## src/logic/rml_params.svh

```systemverilog
// Constants for the reset mode latch and instruction start flag block.
// Assumes a 20 MHz pclk and an APB master on the register side.
// Function
// - Mode pins pass a clocked pipeline; levels before reset release are kept.
// - Captured levels load special mode and mode A select bits, which steer mode logic.
// - Mode A picks single chip or expanded; mode B picks normal or special.
// - Pins B,A: 10 single chip, 11 expanded, 00 bootstrap, 01 test.
// - Boot rom enable only in bootstrap (a mode register write also sets it in test mode); special and visibility in special modes.
// - After reset release, mode pin changes are ignored.
// - Out of reset, mode A pin pulls low for each instruction's first bus cycle.
// - Stop mode halts all clocks but keeps registers and RAM contents.
`ifndef RML_PARAMS_SVH
`define RML_PARAMS_SVH

`define RML_OFF_MODE 8'h00
`define RML_OFF_CTRL 8'h04

`define RML_BIT_VIS 0
`define RML_BIT_SEL_A 1
`define RML_BIT_SPEC 2
`define RML_BIT_BOOT 3

`define RML_BIT_STOP 0
`define RML_BIT_FLAG 1
`define RML_BIT_RUN 2

`define RML_RST_MODE 4'h0
`define RML_RST_ECNT 2'h0

`define RML_CLK_PERIOD_NS 50
`define RML_E_PERIOD_NS 200
`define RML_E_CYCLES (`RML_E_PERIOD_NS / `RML_CLK_PERIOD_NS)

`endif

```

## src/logic/rml_pkg.sv

```systemverilog
// Types for the reset mode latch and instruction start flag block.
// Assumes rml_params.svh supplies the numeric constants.
package rml_pkg;

  typedef enum logic [1:0] {
    RML_ST_RESET = 2'h0,
    RML_ST_RUN = 2'h1,
    RML_ST_STOP = 2'h3
  } rml_state_e;

  typedef struct packed {
    rml_state_e state;
    logic boot_en;
    logic spec;
    logic sel_a;
    logic vis;
    logic [1:0] e_cnt;
    logic flag_pend;
    logic flag_act;
    logic [31:0] prdata;
  } rml_state_s;

endpackage

```

## src/logic/rml_mode_latch.sv

```systemverilog
// Mode latch at reset release, instruction start flag, stop mode, APB registers.
// Assumes an APB master on pclk and a core giving one-cycle instruction starts.
//
// Register access over APB and the placing of the registers were chosen for this implementation.
`include "rml_params.svh"
`timescale 1ns/1ps
`default_nettype none
module rml_mode_latch (
  input wire logic pclk,
  input wire logic presetn,
  input wire logic [7:0] paddr,
  input wire logic psel,
  input wire logic penable,
  input wire logic pwrite,
  input wire logic [31:0] pwdata,
  output logic [31:0] prdata,
  output logic pready,
  output logic pslverr,
  input wire logic mode_a_pin_i,
  output logic mode_a_pin_o,
  output logic mode_a_pin_oe,
  input wire logic mode_b_pin_i,
  input wire logic wake_pin,
  input wire logic instr_start,
  output logic clock_run,
  output logic boot_rom_enable_bit,
  output logic special_mode_bit,
  output logic mode_a_select_bit,
  output logic internal_read_visibility_bit
);

  localparam logic [1:0] E_LAST = 2'(`RML_E_CYCLES - 1);

  rml_pkg::rml_state_s r_reg;
  rml_pkg::rml_state_s r_next;

  logic [2:0] pins_s;
  logic a_s;
  logic b_s;
  logic wake_s;
  logic run;
  logic e_tick;
  logic setup;
  logic access;
  logic hit_mode;
  logic hit_ctrl;
  logic wr_mode;
  logic wr_ctrl;
  logic stop_write;

  // Pins sampled continuously, reset or not
  rml_sync #(.W(3)) u_sync (
    .clk(pclk),
    .d({wake_pin, mode_b_pin_i, mode_a_pin_i}),
    .q(pins_s)
  );

  assign a_s = pins_s[0];
  assign b_s = pins_s[1];
  assign wake_s = pins_s[2];

  assign run = (r_reg.state == rml_pkg::RML_ST_RUN);
  assign e_tick = run && (r_reg.e_cnt == E_LAST);
  assign setup = psel && !penable;
  assign access = psel && penable;
  assign hit_mode = (paddr == `RML_OFF_MODE);
  assign hit_ctrl = (paddr == `RML_OFF_CTRL);
  assign wr_mode = access && pwrite && hit_mode;
  assign wr_ctrl = access && pwrite && hit_ctrl;
  assign stop_write = wr_ctrl && pwdata[`RML_BIT_STOP];

  always_comb begin
    r_next = r_reg;
    case (r_reg.state)
      rml_pkg::RML_ST_RESET: begin
        // First edge after release: take the pipelined levels
        r_next.boot_en = !b_s && !a_s;
        r_next.spec = !b_s;
        r_next.sel_a = a_s;
        r_next.vis = !b_s;
        r_next.state = rml_pkg::RML_ST_RUN;
      end
      rml_pkg::RML_ST_RUN: begin
        r_next.e_cnt = (r_reg.e_cnt == E_LAST) ? 2'h0 : r_reg.e_cnt + 2'h1;
        if (instr_start) begin
          r_next.flag_pend = 1'b1;
        end
        if (e_tick) begin
          // Flag covers exactly one bus cycle per instruction start
          r_next.flag_act = r_reg.flag_pend || instr_start;
          r_next.flag_pend = 1'b0;
        end
        if (stop_write) begin
          r_next.state = rml_pkg::RML_ST_STOP;
          r_next.flag_act = 1'b0;
          r_next.flag_pend = 1'b0;
        end
      end
      rml_pkg::RML_ST_STOP: begin
        // State, counter and flag frozen until the wake pin; mode writes and reads still act
        if (wake_s) begin
          r_next.state = rml_pkg::RML_ST_RUN;
        end
      end
      default: begin
        r_next.state = rml_pkg::RML_ST_RESET;
      end
    endcase
    // Only the boot and visibility bits are writable, and only in special modes
    if (wr_mode && r_reg.spec && r_reg.state != rml_pkg::RML_ST_RESET) begin
      r_next.boot_en = pwdata[`RML_BIT_BOOT];
      r_next.vis = pwdata[`RML_BIT_VIS];
    end
    if (setup) begin
      r_next.prdata = 32'h0;
      if (hit_mode) begin
        r_next.prdata[`RML_BIT_BOOT] = r_reg.boot_en;
        r_next.prdata[`RML_BIT_SPEC] = r_reg.spec;
        r_next.prdata[`RML_BIT_SEL_A] = r_reg.sel_a;
        r_next.prdata[`RML_BIT_VIS] = r_reg.vis;
      end else if (hit_ctrl) begin
        r_next.prdata[`RML_BIT_STOP] = (r_reg.state == rml_pkg::RML_ST_STOP);
        r_next.prdata[`RML_BIT_FLAG] = r_reg.flag_act;
        r_next.prdata[`RML_BIT_RUN] = run;
      end
    end
  end

  always_ff @(posedge pclk or negedge presetn) begin
    if (!presetn) begin
      r_reg.state <= rml_pkg::RML_ST_RESET;
      {r_reg.boot_en, r_reg.spec, r_reg.sel_a, r_reg.vis} <= `RML_RST_MODE;
      r_reg.e_cnt <= `RML_RST_ECNT;
      r_reg.flag_pend <= 1'b0;
      r_reg.flag_act <= 1'b0;
      r_reg.prdata <= 32'h0;
    end else begin
      r_reg <= r_next;
    end
  end

  assign prdata = r_reg.prdata;
  assign pready = 1'b1;
  assign pslverr = access && !hit_mode && !hit_ctrl;

  // Open drain: only ever pulls low, released in reset
  assign mode_a_pin_o = 1'b0;
  assign mode_a_pin_oe = r_reg.flag_act;
  assign clock_run = (r_reg.state != rml_pkg::RML_ST_STOP);
  assign boot_rom_enable_bit = r_reg.boot_en;
  assign special_mode_bit = r_reg.spec;
  assign mode_a_select_bit = r_reg.sel_a;
  assign internal_read_visibility_bit = r_reg.vis;

  logic in_reset_state;
  assign in_reset_state = (r_reg.state == rml_pkg::RML_ST_RESET);
endmodule // rml_mode_latch
`default_nettype wire

```

## src/logic/rml_sync.sv

```systemverilog
// Two-flop synchroniser, one per bit, no reset so it samples during reset.
// Assumes inputs are asynchronous pins.
`timescale 1ns/1ps
`default_nettype none
module rml_sync #(
  parameter int W = 3
) (
  input wire logic clk,
  input wire logic [W-1:0] d,
  output logic [W-1:0] q
);
  logic [W-1:0] meta_reg;

  genvar i;
  generate
    for (i = 0; i < W; i = i + 1) begin : g_bit
      always_ff @(posedge clk) begin
        meta_reg[i] <= d[i];
        q[i] <= meta_reg[i];
      end
    end
  endgenerate
endmodule // rml_sync
`default_nettype wire

```

## config.mk

```make
export PLATFORM = sky130hd
export DESIGN_NAME = rml_mode_latch
export DESIGN_NICKNAME = d
export VERILOG_FILES = /design/src/logic/rml_pkg.sv /design/src/logic/rml_mode_latch.sv /design/src/logic/rml_sync.sv
export VERILOG_INCLUDE_DIRS = /design/src /design/src/logic
export SDC_FILE = /design/constraint.sdc
export NUM_CORES = 1
export LEC_CHECK = 0
export BUFFER_PORTS_ARGS = -buffer_cell sky130_fd_sc_hd__clkbuf_2
export CORE_MARGIN = 8
export CORE_UTILIZATION = 40
export CTS_CLUSTER_SIZE = 16
export DETAILED_ROUTE_END_ITERATION = 8
export GPL_ROUTABILITY_DRIVEN = 0
export PLACE_DENSITY = 0.83
export SYNTH_ARGS = -nofsm -noshare
export SYNTH_HDL_FRONTEND = slang
export SYNTH_SLANG_ARGS = --single-unit
```

## constraint.sdc

```tcl
create_clock -name pclk -period 3 [get_ports pclk]
set_input_delay 0.3 -clock pclk [delete_from_list [all_inputs] [get_ports pclk]]
set_output_delay 0.3 -clock pclk [all_outputs]
set_load 0.03 [all_outputs]
```

* After elaboration in Yosys (flattened, before gate mapping) *
Index checks and enable logic that the tools add are counted.
W data, S select, Z words.

storage, ports and cells
  register bits after elaboration = 20
  bits of input ports = 49
  output and inout port bits = 41
  logic and storage cells = 63

cells by class
  add/subtract/negate cells = 1
  eq/ne operators = 7
  multiplexer cells = 13
  reductions and logical operators = 27

operators by type and width
  operator               count
  $logic_and A1 B1 Y1    12
  $mux W2                5
  $eq A8 B3 Y1 const B   1
  $logic_not A8 Y1       1
  $mux W3                2
  $pmux W2 S3            1
  $reduce_and A2 Y1      3
  $reduce_bool A2 Y1     3
  $logic_not A1 Y1       5
  $eq A2 B2 Y1 const B   2
  $mux W1                4
  $mux W4                1
  $ne A2 B1 Y1 const B   2
  $reduce_bool A3 Y1     1
  $add A2 B1 Y2 const B  1
  $eq A2 B1 Y1 const B   1
  $logic_not A2 Y1       1
  $ne A2 B2 Y1 const B   1
  $logic_or A1 B1 Y1     1

* Longest topological paths before layout *
Gate-level depths: netlist (run 1).

  depth after elaboration = 6
  depth in mapped cells = 4
  depth with buffers taken out = 4

* Hierarchy *
Synthesis (run 1) repeated with hierarchy kept, for this count alone.

unflattened totals
  cell total of the unflattened synthesis = 105
  area, all modules = 1076.0 um^2

by module, submodules not included
  module          times used  cells an instance  area an instance (um^2)  seq. area each (um^2)
  rml_mode_latch  1           99                 955.9                    350.3
  rml_sync        1           6                  120.1                    120.1

* Worst setup path before layout (run 1) *
No wires, ideal clock.

  path kind = register to register
  start point = register r_reg (netlist bit special_mode_bit)
  end point = register r_reg (netlist bit boot_rom_enable_bit)
  setup time = 0.119 ns
  arrival time = 1.336 ns
  data required time = 2.881 ns
  path slack = 1.546 ns
  cell stages (with the launch flop) = 5
  buffers on the path = 0
  clock period less this slack = 1.454 ns
  cells stage by stage = dfrtp_1 nor2b_1 nand4_2 mux2_1 o21a_1

on the way
  cells in the longest elaborated chain, start to end = 3
  elaborated cells between the ends (all ways) = 4
  classes of those cells = mux: 1; reduce/logical: 3

RTL lines
  what                                           line                   RTL
  start: declaration                             rml_mode_latch.sv:34   rml_pkg::rml_state_s r_reg;
  start signal: assignment                       rml_mode_latch.sv:138  r_reg <= r_next;
  $logic_and A1 B1 Y1 * (2 in a row)             rml_mode_latch.sv:110  if (wr_mode && r_reg.spec && r_reg.state != rml_pkg::RML_ST_RESET) begin
  $mux W1 or $reduce_bool A2 Y1 (tied branches)  -

Every way passes the cells marked *; elsewhere a longest branch is shown, timed or not.
A chain may end at the register's enable or synchronous reset.

* Worst setup path in the final report (run 1) *
  start point = input port paddr[0]
  end point = output port pslverr

on the way
  cells in the longest elaborated chain, start to end = 4
  elaborated cells between the ends (all ways) = 6
  classes of those cells = eq/ne: 1; reduce/logical: 5

RTL lines
  what                        line                   RTL
  start: declaration          rml_mode_latch.sv:11   input wire logic [7:0] paddr,
  $logic_not A8 Y1 (no line)  -
  $logic_not A1 Y1            rml_mode_latch.sv:144  assign pslverr = access && !hit_mode && !hit_ctrl;
  $logic_and A1 B1 Y1         rml_mode_latch.sv:144
  $logic_and A1 B1 Y1 *       rml_mode_latch.sv:144
  end: declaration            rml_mode_latch.sv:18   output logic pslverr,

Marks and branches as above.

==> flow_summary_export.csv, run 1 <==
group,metric,value,unit
status,status,"finished clean",
logic_synthesis,yosys.area.top_type,"dfrtp_1",
clock_tree,holdBufCountCts,1,
clock_tree,root_buffer,"clkbuf_4",
finish,largest_register_ffs,5,
worst_setup_path,rrSetupSlack,1.64,ns
clock_tree,post-cts-setup-buffers,0,
floorplan,die_area,4606,um2
floorplan,core_area,2663,um2
job,maxCapViolations,0,
sta,fin_crit_sh,52.67,%
logic_synthesis,syn_inst,105,
clock_tree,clk_path_buf_depth,2,
floorplan,fp-row-count,19,
finish,syn2layout_area_growth,6.163,%
logic_synthesis,syn-cell-area,1076,um2
clock_tree,cts_sinks,20,
floorplan,die_w,67.87,um
global_route,grt_pass1_vias,679,
global_route,overflow,0,
floorplan,io_pins,90,
placed_design,portBuffers,29,
logic_synthesis,seq_area_frac_synth,43.72,%
finish,drive_above_1_share,28.79,%
finish,final_cell_mix,"30 x conb_1, 29 x clkbuf_2, 14 x dfrtp_1, 6 x nand2_1, 6 x dfxtp_1",
logic_synthesis,synth_top_area_share,32.56,%
logic_synthesis,synth.avg_cell_area,10.25,um2
power,power_frac_seq,56.1,%
sta,maxSlewViolCount,0,
detailed_routing,wl,1.924,mm
power,power.internal,0.0003503,W
global_route,grt_use_met3,2.782,%
detailed_routing,firstDrtPassIters,4,
clock_tree,clk_latency,0.29,ns
placed_design,hpwl,1.679,mm
worst_hold_path,hold_class,"input port to register",
detailed_routing,drt_first_iter_violations,13,
worst_setup_path,max_stage_delay,0.32,ns
power,fin_total_pwr,0.0005082,W
floorplan,start_util,40.41,%
detailed_routing,viasPerCell,4.405,
power,switching_power,0.0001579,W
worst_setup_path,crit_path_end_kind,"primary output",
worst_setup_path,start_kind,"input port",
global_route,grt_max_degree,15,
worst_setup_path,worstPathCellList,"clkbuf_2 > nor4_4 > nand2_1 > and3_1 > clkbuf_2",
logic_synthesis,ys_top_cells_by_area,"dfrtp_1 33%, buf_4 24%, dfxtp_1 11%",
global_route,antenna_found_initial,0,
logic_synthesis,ys_types,28,
clock_tree,cts_resized,0,
placed_design,dp.cells,158,
power,p_leak,0.5911,nW
worst_setup_path,critPathRequiredTime,2.70,ns
power,swShare,31.07,%
power,p_clk_share,24.8,%
worst_setup_path,path_class,"input port to primary output",
worst_setup_path,arrival,1.28,ns
floorplan,die_h,67.87,um
sta,hold_viol,0,
global_route,met1_usage,8.050,%
detailed_routing,wl_per_cell,11.80,um
sta,fmax,0.6328,GHz
clock_tree,cts_max_level,1,
sta,fin_tns_setup,0,ns
logic_synthesis,yosysWarnings,0,
sta,rsz0062_at_grt,"false",
detailed_routing,vias,718,
worst_setup_path,cpMostUsedCell,"clkbuf_2",
global_route,grt_pass1_wl,2.939,mm
worst_setup_path,slowest_stage,"nor4_4",
clock_tree,numCtsBuffers,3,
global_route,use_met2,14.91,%
power,ir_drop,267.2,uV
global_route,grt.busiest_layer,"met2",
sta,min_period,1.580,ns
finish,antenna_cells,0,
power,combPwrFrac,19.1,%
sta,final-setup-viol-count,0,
global_route,track_usage,8.227,%
finish,fin_nets,183,
sta,final.setup_skew,0.001981,ns
clock_tree,cts_tree,"built",
finish,stdcell_count,163,
logic_synthesis,yosys_register_bits,20,
detailed_routing,drc,0,
power,pwr_density_cell,444.9,nW/um2
detailed_routing,ant_nets,0,
worst_setup_path,cp_max_fo,5,
clock_tree,clk_pin_slew,0.10,ns
finish,layout_commonest_cell,"conb_1",
per-stage QoR:
| stage | hold WS [ns] | setup WS [ns] | util [%] | cell area (um2) |
|---|---|---|---|---|
| finish | 0.1012 | 1.420 | 42.90 | 1142 |
| global route | 0.07737 | 1.358 | 42.90 | 1142 |
| CTS | 0.08704 | 1.409 | 42.90 | 1142 |
| detailed placement | 0.2186 | 1.411 | 41.54 | 1106 |
| global placement | 0.2066 | 1.434 | 41.54 | 1106 |
| floorplan | 0.004409 | 1.546 | - | 1181 |
per-layer routing:
| metal | routed length, um | up-vias |
|---|---|---|
| met1 | 602 | 324 |
| met5 | 0 | - |
| met3 | 342 | 6 |
| met4 | 49 | 0 |
| li1 | - | 343 |
| met2 | 930 | 45 |
worst paths after layout:
path / from / to / cells past startpoint
setup reg to reg: special_mode_bit$_DFFE_PN0N_ / boot_rom_enable_bit$_DFFE_PN0P_ / 4
max in group asynchronous: presetn / internal_read_visibility_bit$_DFFE_PN0P_ / 2
min in group asynchronous: presetn / mode_a_pin_oe$_DFFE_PN0P_ / 2
hold reg to reg: u_sync.meta_reg[0]$_DFF_P_ / u_sync.q[0]$_DFF_P_ / 0
hold / removal: wake_pin / u_sync.meta_reg[2]$_DFF_P_ / 1
setup / recovery: paddr[0] / pslverr / 5
power groups by stage:
stage / logic, W / registers, W / clock network (W)
after CTS: 0.0000965 / 0.000285 / 0.000134
final: 0.0000973 / 0.000285 / 0.000126
after global routing: 0.000105 / 0.000286 / 0.000143
after floorplan: 0.0000956 / 0.000295 / 0
after detailed placement: 0.0000952 / 0.000291 / 0
after global placement: 0.0000934 / 0.000290 / 0
worst max-delay path: cells and delay by family:
kind	cells	cell delay, ns
buffers and inverters	2	0.28
AND/OR/NAND/NOR	3	0.70
cells in the mapped netlist:
library cell   n
buf_4         34
dfrtp_1       14
dfxtp_1        6
nand2_1        6
mux2i_1        4
nor2_1         4
a21oi_1        3
inv_1          3
mux2_2         3
nor2b_1        3
o31ai_1        3
and2_1         2
and3_1         2
conb_1         2
nand2b_1       2
o21ai_0        2
a21boi_0       1
a31oi_1        1
clkbuf_1       1
ha_1           1
mux2_1         1
nand4_1        1
nand4_2        1
nor3_2         1
nor4_4         1
o2111ai_1      1
o21a_1         1
o41ai_1        1
cell type report:
| class | count | area, um2 |
|---|---|---|
| inverter | 3 | 11.26 |
| fill | 272 | 1520 |
| clock buffer | 4 | 26.28 |
| tap | 31 | 38.79 |
| multi-input combinational | 75 | 440.4 |
| sequential | 20 | 470.5 |
| timing repair buffer | 30 | 155.1 |
cells by family (layout without fill, tap and decap cells):
family | count (synthesis) | count (layout) | synth area share [%]
adders and majority gates | 1 | 1 | 1.163
AOI/OAI and AO/OA | 13 | 13 | 8.024
DFF | 20 | 20 | 43.72
buffers and inverters | 38 | 37 | 25.12
muxes | 8 | 8 | 7.907
other | 2 | 30 | 0.6979
and+or+nand+nor | 23 | 23 | 13.37
Note: power is estimated with default switching activity, not from simulation.
==> inputs of run 2 (changes only) <==
--- a/config.mk
+++ b/config.mk
@@ -8,11 +8,11 @@
 export LEC_CHECK = 0
 export BUFFER_PORTS_ARGS = -buffer_cell sky130_fd_sc_hd__clkbuf_2
 export CORE_MARGIN = 8
-export CORE_UTILIZATION = 40
+export CORE_UTILIZATION = 38
 export CTS_CLUSTER_SIZE = 16
 export DETAILED_ROUTE_END_ITERATION = 8
 export GPL_ROUTABILITY_DRIVEN = 0
-export PLACE_DENSITY = 0.83
+export PLACE_DENSITY = 0.79
 export SYNTH_ARGS = -nofsm -noshare
 export SYNTH_HDL_FRONTEND = slang
 export SYNTH_SLANG_ARGS = --single-unit
==> constraint.sdc (replaced) <==
create_clock -name pclk -period 1.6 [get_ports pclk]
set_input_delay 0.16 -clock pclk [delete_from_list [all_inputs] [get_ports pclk]]
set_output_delay 0.16 -clock pclk [all_outputs]
set_load 0.03 [all_outputs]
==> flow_summary_export.csv, run 2 (same netlist as run 1, synthesis figures left out) <==
group,metric,value,unit
floorplan,die_w,69.22,um
placed_design,place_area,1114,um2
worst_setup_path,path_class,"register to register",
power,switching_power,0.0002975,W
power,p_leak,0.6151,nW
power,pwr_density_cell,841.0,nW/um2
floorplan,fp-row-count,19,
detailed_routing,firstDrtPassIters,4,
power,power_frac_seq,53.4,%
worst_setup_path,cp_max_fo,3,
detailed_routing,wl,1.970,mm
sta,fin_crit_sh,84.29,%
placed_design,hpwl,1.727,mm
global_route,grt_max_degree,15,
sta,min_period,1.349,ns
status,status,"finished clean",
global_route,overflow,0,
clock_tree,cts_resized,0,
finish,syn2layout_area_growth,10.58,%
finish,antenna_cells,0,
detailed_routing,drc,0,
job,maxCapViolations,0,
floorplan,die_h,69.22,um
worst_setup_path,critPathRequiredTime,1.79,ns
clock_tree,numCtsBuffers,3,
sta,hold_viol,0,
sta,maxSlewViolCount,0,
sta,hold_slack,0.1334,ns
floorplan,io_pins,90,
worst_setup_path,start_kind,"register",
global_route,antenna_found_initial,0,
finish,final_core_util,43.52,%
detailed_routing,vias,719,
clock_tree,root_buffer,"clkbuf_4",
finish,stdcell_area,1190,um2
floorplan,core_area,2734,um2
finish,layout_commonest_cell,"conb_1",
power,power.internal,0.0007032,W
power,ir_drop,495.2,uV
sta,final.setup_skew,0.0007770,ns
clock_tree,cts_max_level,1,
sta,rsz0062_at_grt,"false",
clock_tree,cts_sinks,20,
placed_design,preCtsSetupSlack,0.2053,ns
sta,layout_setup_ws,0.2514,ns
worst_hold_path,hold_class,"input port to register",
global_route,track_usage,8.161,%
power,p_clk_share,27.9,%
detailed_routing,ant_nets,0,
clock_tree,cts_tree,"built",
sta,final-setup-viol-count,0,
finish,largest_register_ffs,5,
global_route,grt_pass1_wl,3.332,mm
floorplan,start_util,39.36,%
clock_tree,clk_path_buf_depth,2,
finish,final.fill_count,269,
detailed_routing,drt_first_iter_violations,6,
placed_design,portBuffers,29,
finish,drive_above_1_share,29.41,%
detailed_routing,viasPerCell,4.305,
finish,fin_nets,187,
clock_tree,clk_latency,0.29,ns
power,combPwrFrac,18.7,%
detailed_routing,wl_per_cell,11.80,um
floorplan,die_area,4791,um2
global_route,grt_pass1_vias,738,
worst_setup_path,crit_path_end_kind,"register",
sta,fin_tns_setup,0,ns
finish,final_cell_mix,"30 x conb_1, 29 x clkbuf_2, 14 x dfrtp_1, 6 x nand2_1, 6 x dfxtp_1",
sta,fmax,0.7415,GHz
power,swShare,29.73,%
clock_tree,clk_pin_slew,0.10,ns
worst_setup_path,arrival,1.54,ns
==> run 2: layout make-up <==
| class | instances | area (um2) | area share, % |
|---|---|---|---|
| multi-input combinational | 75 | 440.4 | 37.01 |
| timing repair buffer | 34 | 192.7 | 16.19 |
| clock buffer | 4 | 36.28 | 3.049 |
| sequential | 20 | 470.5 | 39.54 |
| tap | 31 | 38.79 | 3.260 |
| inverter | 3 | 11.26 | 0.9464 |
==> run 2: power groups by stage <==
stage / sequential (W) / clock, W / combinational [W]
2_1_floorplan: 0.000553 / 0 / 0.000179
3_3_place_gp: 0.000544 / 0 / 0.000175
3_5_place_dp: 0.000545 / 0 / 0.000178
4_1_cts: 0.000535 / 0.000294 / 0.000186
5_1_grt: 0.000537 / 0.000320 / 0.000204
6_report: 0.000534 / 0.000279 / 0.000187
==> run 2: final timing paths <==
kind	slack, ns	start	to	depth (start not counted)
max in group asynchronous	1.05	presetn	special_mode_bit$_DFFE_PN0N_	2
worst min-delay path	0.13	instr_start	r_reg[33]$_DFFE_PN0P_	3
worst max register to register	0.25	special_mode_bit$_DFFE_PN0N_	boot_rom_enable_bit$_DFFE_PN0P_	4
worst min register to register	0.34	u_sync.meta_reg[2]$_DFF_P_	u_sync.q[2]$_DFF_P_	0
min in group asynchronous	0.30	presetn	prdata[1]$_DFFE_PN0P_	2
worst max-delay path	0.25	special_mode_bit$_DFFE_PN0N_	boot_rom_enable_bit$_DFFE_PN0P_	4
==> run 2: what timing repair did <==
item,in CTS,in global routing
hold buffers,4,0
hold endpoints to repair,17,0
setup buffers,0,0
==> run 2: worst max-delay path, cell delays in order, from the launching register on <==
cell and delay (ns):
dfrtp_1 0.38, nor2b_1 0.22, nand4_2 0.15, mux2_1 0.34
o21a_1 0.17
==> run 2: per-stage QoR <==
step | power [W] | cells
finish | 0.001001 | 167
detailed placement | 0.0007229 | 159
CTS | 0.001014 | 167
global route | 0.001060 | 167
global placement | 0.0007190 | 159
floorplan | 0.0007319 | 133
==> run 2: metal layers <==
layer / vias up / part of all wire, % / track usage [%]
met4: 0 / 0.71 / 3.417
met1: 322 / 36 / 7.731
met2: 42 / 50 / 13.22
met3: 2 / 13 / 5.866
met5: - / 0 / 0
li1: 353 / - / -
